--- src/core/gated_timer_pkg.sv ---
// Package of constants and types for the gated sixteen bit timer.
package gated_timer_pkg;
   localparam logic [15:0] COUNT_RESET    = 16'h0000;
   localparam logic [15:0] COUNT_MAX      = 16'hFFFF;
   localparam logic [2:0]  PRESCALE_RESET = 3'h0;
   localparam logic [1:0]  INSTR_DIV_LAST = 2'h3;
   localparam logic [1:0]  CS_INSTR       = 2'h0;
   localparam logic [1:0]  CS_SYSTEM      = 2'h1;
   localparam logic [1:0]  CS_EXTERNAL    = 2'h2;
   localparam logic [1:0]  CS_CAPSENSE    = 2'h3;
   localparam logic [2:0]  SYNC_STAGES    = 3'h2;

   typedef enum logic [1:0] {
      ARM_WAIT_FALL = 2'b00,
      ARM_READY     = 2'b01
   } arm_state_e;

   typedef struct packed {
      logic [15:0] count;
      logic [2:0]  prescale;
      logic [1:0]  instr_div;
      logic        sync1;
      logic        sync2;
      logic        src_prev;
      arm_state_e  arm;
      logic        timer_on_prev;
      logic        overflow;
   } timer_state_s;
endpackage

--- src/core/gated_sixteen_bit_timer.sv ---
// Sixteen bit gated timer/counter with clock selection and prescaler.
`timescale 1ns/10ps
module gated_sixteen_bit_timer
   import gated_timer_pkg::*;
(
   // Clock and reset.
   input  wire logic       clk_in,
   input  wire logic       reset_in,
   // Control bits.
   input  wire logic       timer_on_in,
   input  wire logic       gate_enable_in,
   input  wire logic       gate_polarity_in,
   input  wire logic [1:0] clock_select_in,
   input  wire logic       crystal_osc_enable_in,
   input  wire logic [1:0] prescale_select_in,
   input  wire logic       sync_disable_in,
   input  wire logic       sleep_in,
   // Count byte writes.
   input  wire logic       write_low_in,
   input  wire logic       write_high_in,
   input  wire logic [7:0] write_data_in,
   input  wire logic       overflow_clear_in,
   // Pins.
   input  wire logic       ext_clock_pin_in,
   input  wire logic       crystal_in_pin_in,
   input  wire logic       capsense_osc_in,
   input  wire logic       gate_in,
   // Outputs.
   output logic [7:0]      count_low_byte_out,
   output logic [7:0]      count_high_byte_out,
   output logic            overflow_flag_out,
   output logic            crystal_out_pin_out,
   output logic            wake_out
);
   timer_state_s s_q;
   timer_state_s s_d;
   logic         ext_src;
   logic         src_now;
   logic         gate_ok;
   logic         run;
   logic         tick;
   logic         ext_mode;
   logic         pre_hit;
   logic         wr;

   // Source mux: crystal amplifier only drives while enabled, even in sleep.
   always_comb begin
      crystal_out_pin_out = crystal_osc_enable_in & ~crystal_in_pin_in;
      ext_src = crystal_osc_enable_in ? crystal_in_pin_in : ext_clock_pin_in;
      if (clock_select_in == CS_CAPSENSE) begin
         ext_src = capsense_osc_in;
      end
   end

   // Main next-state logic.
   always_comb begin
      s_d = s_q;
      ext_mode = clock_select_in[1];
      wr = write_low_in | write_high_in;
      // Synchroniser: sync1 feeds sync2, and feeds the edge detector directly while sync_disable_in is set.
      s_d.sync1 = ext_src;
      s_d.sync2 = s_q.sync1;
      // Bypassing the second stage models asynchronous operation; a switch may
      // thus lose or gain one edge.
      src_now = sync_disable_in ? s_q.sync1 : s_q.sync2;
      s_d.src_prev = src_now;
      s_d.timer_on_prev = timer_on_in;
      gate_ok = (gate_in == gate_polarity_in);
      run = timer_on_in & (~gate_enable_in | gate_ok);
      // Sleep halts all but asynchronous external and capsense counting.
      if (sleep_in & ~(ext_mode & sync_disable_in)) begin
         run = 1'b0;
      end
      s_d.instr_div = s_q.instr_div + 2'h1;
      tick = 1'b0;
      case (clock_select_in)
         CS_SYSTEM:   tick = 1'b1;
         CS_INSTR:    tick = (s_q.instr_div == INSTR_DIV_LAST);
         CS_EXTERNAL,
         CS_CAPSENSE: tick = src_now & ~s_q.src_prev & (s_q.arm == ARM_READY);
         default:     tick = 1'b0;
      endcase
      // Arming needs a falling edge after enable or a count write.
      if (wr | (timer_on_in & ~s_q.timer_on_prev)) begin
         s_d.arm = ARM_WAIT_FALL;
      end else if (~src_now & s_q.src_prev) begin
         s_d.arm = ARM_READY;
      end
      pre_hit = 1'b0;
      if (run & tick) begin
         case (prescale_select_in)
            2'h0:    pre_hit = 1'b1;
            2'h1:    pre_hit = s_q.prescale[0];
            2'h2:    pre_hit = &s_q.prescale[1:0];
            default: pre_hit = &s_q.prescale;
         endcase
         s_d.prescale = pre_hit ? PRESCALE_RESET : s_q.prescale + 3'h1;
      end
      if (pre_hit) begin
         s_d.count = s_q.count + 16'h0001;
         if (s_q.count == COUNT_MAX) begin
            s_d.overflow = 1'b1;
         end
      end
      if (overflow_clear_in & ~(pre_hit & (s_q.count == COUNT_MAX))) begin
         s_d.overflow = 1'b0;
      end
      // Written bytes win over a coincident increment, and any write clears the prescaler.
      if (write_low_in) begin
         s_d.count[7:0] = write_data_in;
      end
      if (write_high_in) begin
         s_d.count[15:8] = write_data_in;
      end
      if (wr) begin
         s_d.prescale = PRESCALE_RESET;
      end
   end

   // State register.
   always_ff @(posedge clk_in) begin
      if (reset_in) begin
         s_q <= '{count: COUNT_RESET, prescale: PRESCALE_RESET, instr_div: 2'h0,
                  sync1: 1'b0, sync2: 1'b0, src_prev: 1'b0, arm: ARM_WAIT_FALL,
                  timer_on_prev: 1'b0, overflow: 1'b0};
      end else begin
         s_q <= s_d;
      end
   end

   // Byte reads come straight from the count register, always coherent.
   assign count_low_byte_out  = s_q.count[7:0];
   assign count_high_byte_out = s_q.count[15:8];
   assign overflow_flag_out   = s_q.overflow;
   assign wake_out            = s_q.overflow & sleep_in;
endmodule // gated_sixteen_bit_timer

--- config.mk ---
export PLATFORM = sky130hd
export DESIGN_NAME = gated_sixteen_bit_timer
export DESIGN_NICKNAME = d
export VERILOG_FILES = /design/src/core/gated_timer_pkg.sv /design/src/core/gated_sixteen_bit_timer.sv
export SDC_FILE = /design/constraint.sdc
export NUM_CORES = 1
export LEC_CHECK = 0
export ABC_AREA = 1
export BUFFER_PORTS_ARGS = -buffer_cell sky130_fd_sc_hd__buf_2
export CAP_MARGIN = 25
export CORE_MARGIN = 5
export CORE_UTILIZATION = 57
export CTS_BUF_LIST = sky130_fd_sc_hd__clkbuf_16
export DETAILED_ROUTE_END_ITERATION = 6
export HOLD_SLACK_MARGIN = 0.1
export MAX_ROUTING_LAYER = met4
export PLACE_DENSITY = 0.81
export SYNTH_ARGS = -nofsm -noshare
export SYNTH_HDL_FRONTEND = slang
export SYNTH_SLANG_ARGS = --single-unit
--- constraint.sdc ---
create_clock -name clk_in -period 3.35 [get_ports clk_in]
set_clock_uncertainty 0.2 [all_clocks]
set_input_delay 0.335 -clock clk_in [delete_from_list [all_inputs] [get_ports clk_in]]
set_output_delay 0.335 -clock clk_in [all_outputs]
set_load 0.01 [all_outputs]
==> reports/qor.csv <==
stage,metric,value,unit
power_and_ir_drop,PwrDens,363,nW/um^2
synthesis,post-synth top area cell,dfxtp_1,
global_route,Congestion Overflow GR,0,
critical_path,"Cell Chain, Critical Path",ha_1 > ha_1 > nand3_1 > nand3_2 > nand3_4 > nand2_2 > o21ai_0 > nor2_1,
global_route,global-route wire length before repair,7.82,mm
synthesis,post-synthesis average cell area,6.31,um^2
run,max cap viols,0,
synthesis,"Async S/R FF share, synth",0,
detailed_routing,final wirelength,4.61,mm
clock_tree,Clock Tree Buf Depth,2,
critical_path,critical path arrival,1.91,ns
placed_design,placed wire-length estimate,3.49,mm
synthesis,Post-synth EDFFs,0,
timing,fmax,512,MHz
placed_design,number of port buffers,45,
timing,Slew HR,0.671,
clock_tree,hold_buf cts,0,
timing,worst-margin pin slew,0.490,ns
detailed_routing,initial drt markers,145,
synthesis,flop and latch count out of synthesis,27,
critical_path,Bufs and invs on worst path,0,
power_and_ir_drop,switch share,0.279,
clock_tree,CTS Root Cell,clkbuf_16,
clock_tree,TritonCTS clock tree,built,
finish,layout cell share with drive strength beyond 1,0.211,
clock_tree,# clock sinks,27,
critical_path,Worst path slowest cell,dfxtp_1,
global_route,largest net degree at the start of global routing,22,
die,chip width,67.4,um
timing,clock period minus worst slack,1.95,ns
clock_tree,Clock Pin Slew Worst Setup and Hold Paths,0.07,ns
detailed_routing,via count,1913,
synthesis,dominant cells by area after synthesis,"dfxtp_1 29%, nand2_1 18%, nand3_1 7.7%, buf_4 6.4%, nor2_1 6.2%",
critical_path,"Req. time, crit path",3.31,ns
timing,setup_tns,0,ns
critical_path,Setup CP Type,flop to flop,
timing,period utilization,0.583,
power_and_ir_drop,Seq pwr share,0.472,
die,die footprint,4540,um^2
detailed_routing,DRT Pass-1 Iters,4,
finish,layout net count,355,
critical_path,CP most frequent cell,ha_1,
synthesis,synth warn,0,
clock_tree,# H-tree levels,1,
clock_tree,Resized Gates After CTS,0,
placed_design,routability cong.,0.852,
critical_path,RR Startpoint,s_q[9]$_SDFFE_PP0P_,
critical_path,Crit. Startpoint,s_q[9]$_SDFFE_PP0P_,
die,IO Pins,46,
timing,final hold viol count,0,
synthesis,synth cell count leaders,"92 x nand2_1, 31 x nor2_1, 29 x nand3_1",
die,core area,3100,um^2
detailed_routing,Vias/cell,5.21,
timing,RSZ-0062 raised after global routing,false,
die,initial core utilization,0.604,
critical_path,CP max FO,16,
critical_path,CP Launch Type,flop,
synthesis,"Primary FF master, synth",dfxtp_1,
global_route,initial antenna violation count,0,
power_and_ir_drop,maximum vdd ir drop,247,uV
power_and_ir_drop,clock share of power,0.374,
clock_tree,clk_lat worst skew,0.26,ns
run_status,result of the run,finished clean,
die,num rows,20,
synthesis,Synth Instances,297,
synthesis,post-synthesis cell type count,31,
synthesis,Post-Syn Area,1880,um^2
synthesis,top-count cell post-synth,nand2_1,
die,Die Y,67.4,um
critical_path,CP max stage delay,0.34,ns
min_path,hold crit path type,input pin to flop,
min_path,Hold Crit Start,timer_on_in,
power_and_ir_drop,Comb pwr share,0.155,
finish,Antenna Cells,0,
finish,P&R area growth vs syn,11.0,%
clock_tree,TritonCTS Buffers,3,
global_route,All-Layer GR Usage,0.226,
global_route,vias in the first global route,1808,
synthesis,"Seq/Total Area, Yosys",0.288,
detailed_routing,DRT antenna net count,0,
detailed_routing,DRC Markers,0,
critical_path,CP Capture Type,flop,
power_and_ir_drop,internal power,0.544,mW
clock_tree,buffer count from post-CTS setup fixing,0,
timing,Final setup viols,0,
power_and_ir_drop,P_sw,0.211,mW
timing,Final Max Tran Viols,0,
synthesis,Mapped Nets,328,
power_and_ir_drop,Leak,0.990,nW
synthesis,Yosys top cell area share,0.288,
power_and_ir_drop,Pwr Total,0.755,mW
detailed_routing,drt wl/cell,12.6,um
critical_path,"delay-heaviest family, CP",simple AND/OR/NAND/NOR gates,
-- sequential cells by signal (all words and copies together), names as in the netlist --
register,count
count_low_byte_out,8
count_high_byte_out,8
s_q,9
overflow_flag_out,1
s_d,1
-- worst paths after layout --
kind,endpoint,slack [ns],depth (start not counted)
worst min-delay path,s_q[1]$_SDFF_PP0_,0.11,3
worst min register to register,s_q[5]$_SDFF_PP0_,0.22,2
worst max-delay path,count_low_byte_out[1]$_SDFFE_PP0P_,1.40,8
worst max register to register,count_low_byte_out[1]$_SDFFE_PP0P_,1.40,8
-- cell usage in the layout, fill, tap and decap left out --
cell type / n
nor3_1: 1
nand4_1: 7
nand3_4: 1
o21bai_1: 1
nor2_2: 4
clkinvlp_4: 1
nand2_1: 92
o21ai_0: 8
clkinv_1: 1
nand3_2: 3
nor2_1: 31
nand2_4: 1
nand3_1: 29
xnor2_1: 1
dfxtp_1: 27
buf_2: 45
xor2_1: 1
nor2_4: 3
o21bai_2: 1
o2111ai_1: 1
a211oi_1: 2
or2_2: 1
nand2_2: 3
inv_2: 2
nand3b_1: 1
clkbuf_16: 3
nor3b_1: 2
inv_1: 27
a21oi_1: 19
ha_1: 4
-- power groups by stage --
stage	Sequential [mW]	Clock, mW	Combinational, mW
floorplan	0.358	0	0.0884
global placement	0.363	0	0.113
detailed placement	0.363	0	0.116
CTS	0.356	0.284	0.117
global route	0.359	0.299	0.133
finish	0.356	0.282	0.117
-- cell type report --
cell class                      instances  area (um^2)
Clock inverter                          1         7.51
Multi-Input combinational cell        217         1070
Sequential cell                        27          541
Fill cell                             333         1020
Clock buffer                            3         75.1
Tap cell                               44         55.1
Timing Repair Buffer                   45          225
Inverter                               30          113
-- metrics by stage --
step                      worst slack [ns]  cell area, um^2  utilization  hold WS, ns  instances
after floorplan                       1.68             1880            -        0.199        297
after global placement                1.51             2000        0.644        0.212        363
after detailed placement              1.44             2000        0.644        0.211        363
after CTS                             1.42             2080        0.671        0.113        367
after global routing                  1.28             2080        0.671        0.117        367
final                                 1.40             2080        0.671        0.111        367
-- cells by family (layout without fill, tap and decap cells) --
group / Yosys count / count (layout) / synth area share
buf+inv: 53 / 79 / 0.143
fa+ha+maj: 4 / 4 / 0.0267
compound gates: 32 / 32 / 0.0947
xor+xnor: 2 / 2 / 0.00934
flops: 27 / 27 / 0.288
simple gates: 179 / 179 / 0.438
-- layer usage --
metal | vias up | GRT usage | wire length (um)
met3 | 8 | 0.0449 | 305
li1 | 990 | - | -
met1 | 850 | 0.268 | 2120
met5 | - | - | 0
met2 | 65 | 0.387 | 2130
met4 | 0 | 0.0658 | 54
-- tightest hold or removal path: stages --
cell and delay, ns:
buf_2 0.09, inv_1 0.04, nor2_1 0.07
Power figures use the tool's default switching activity.
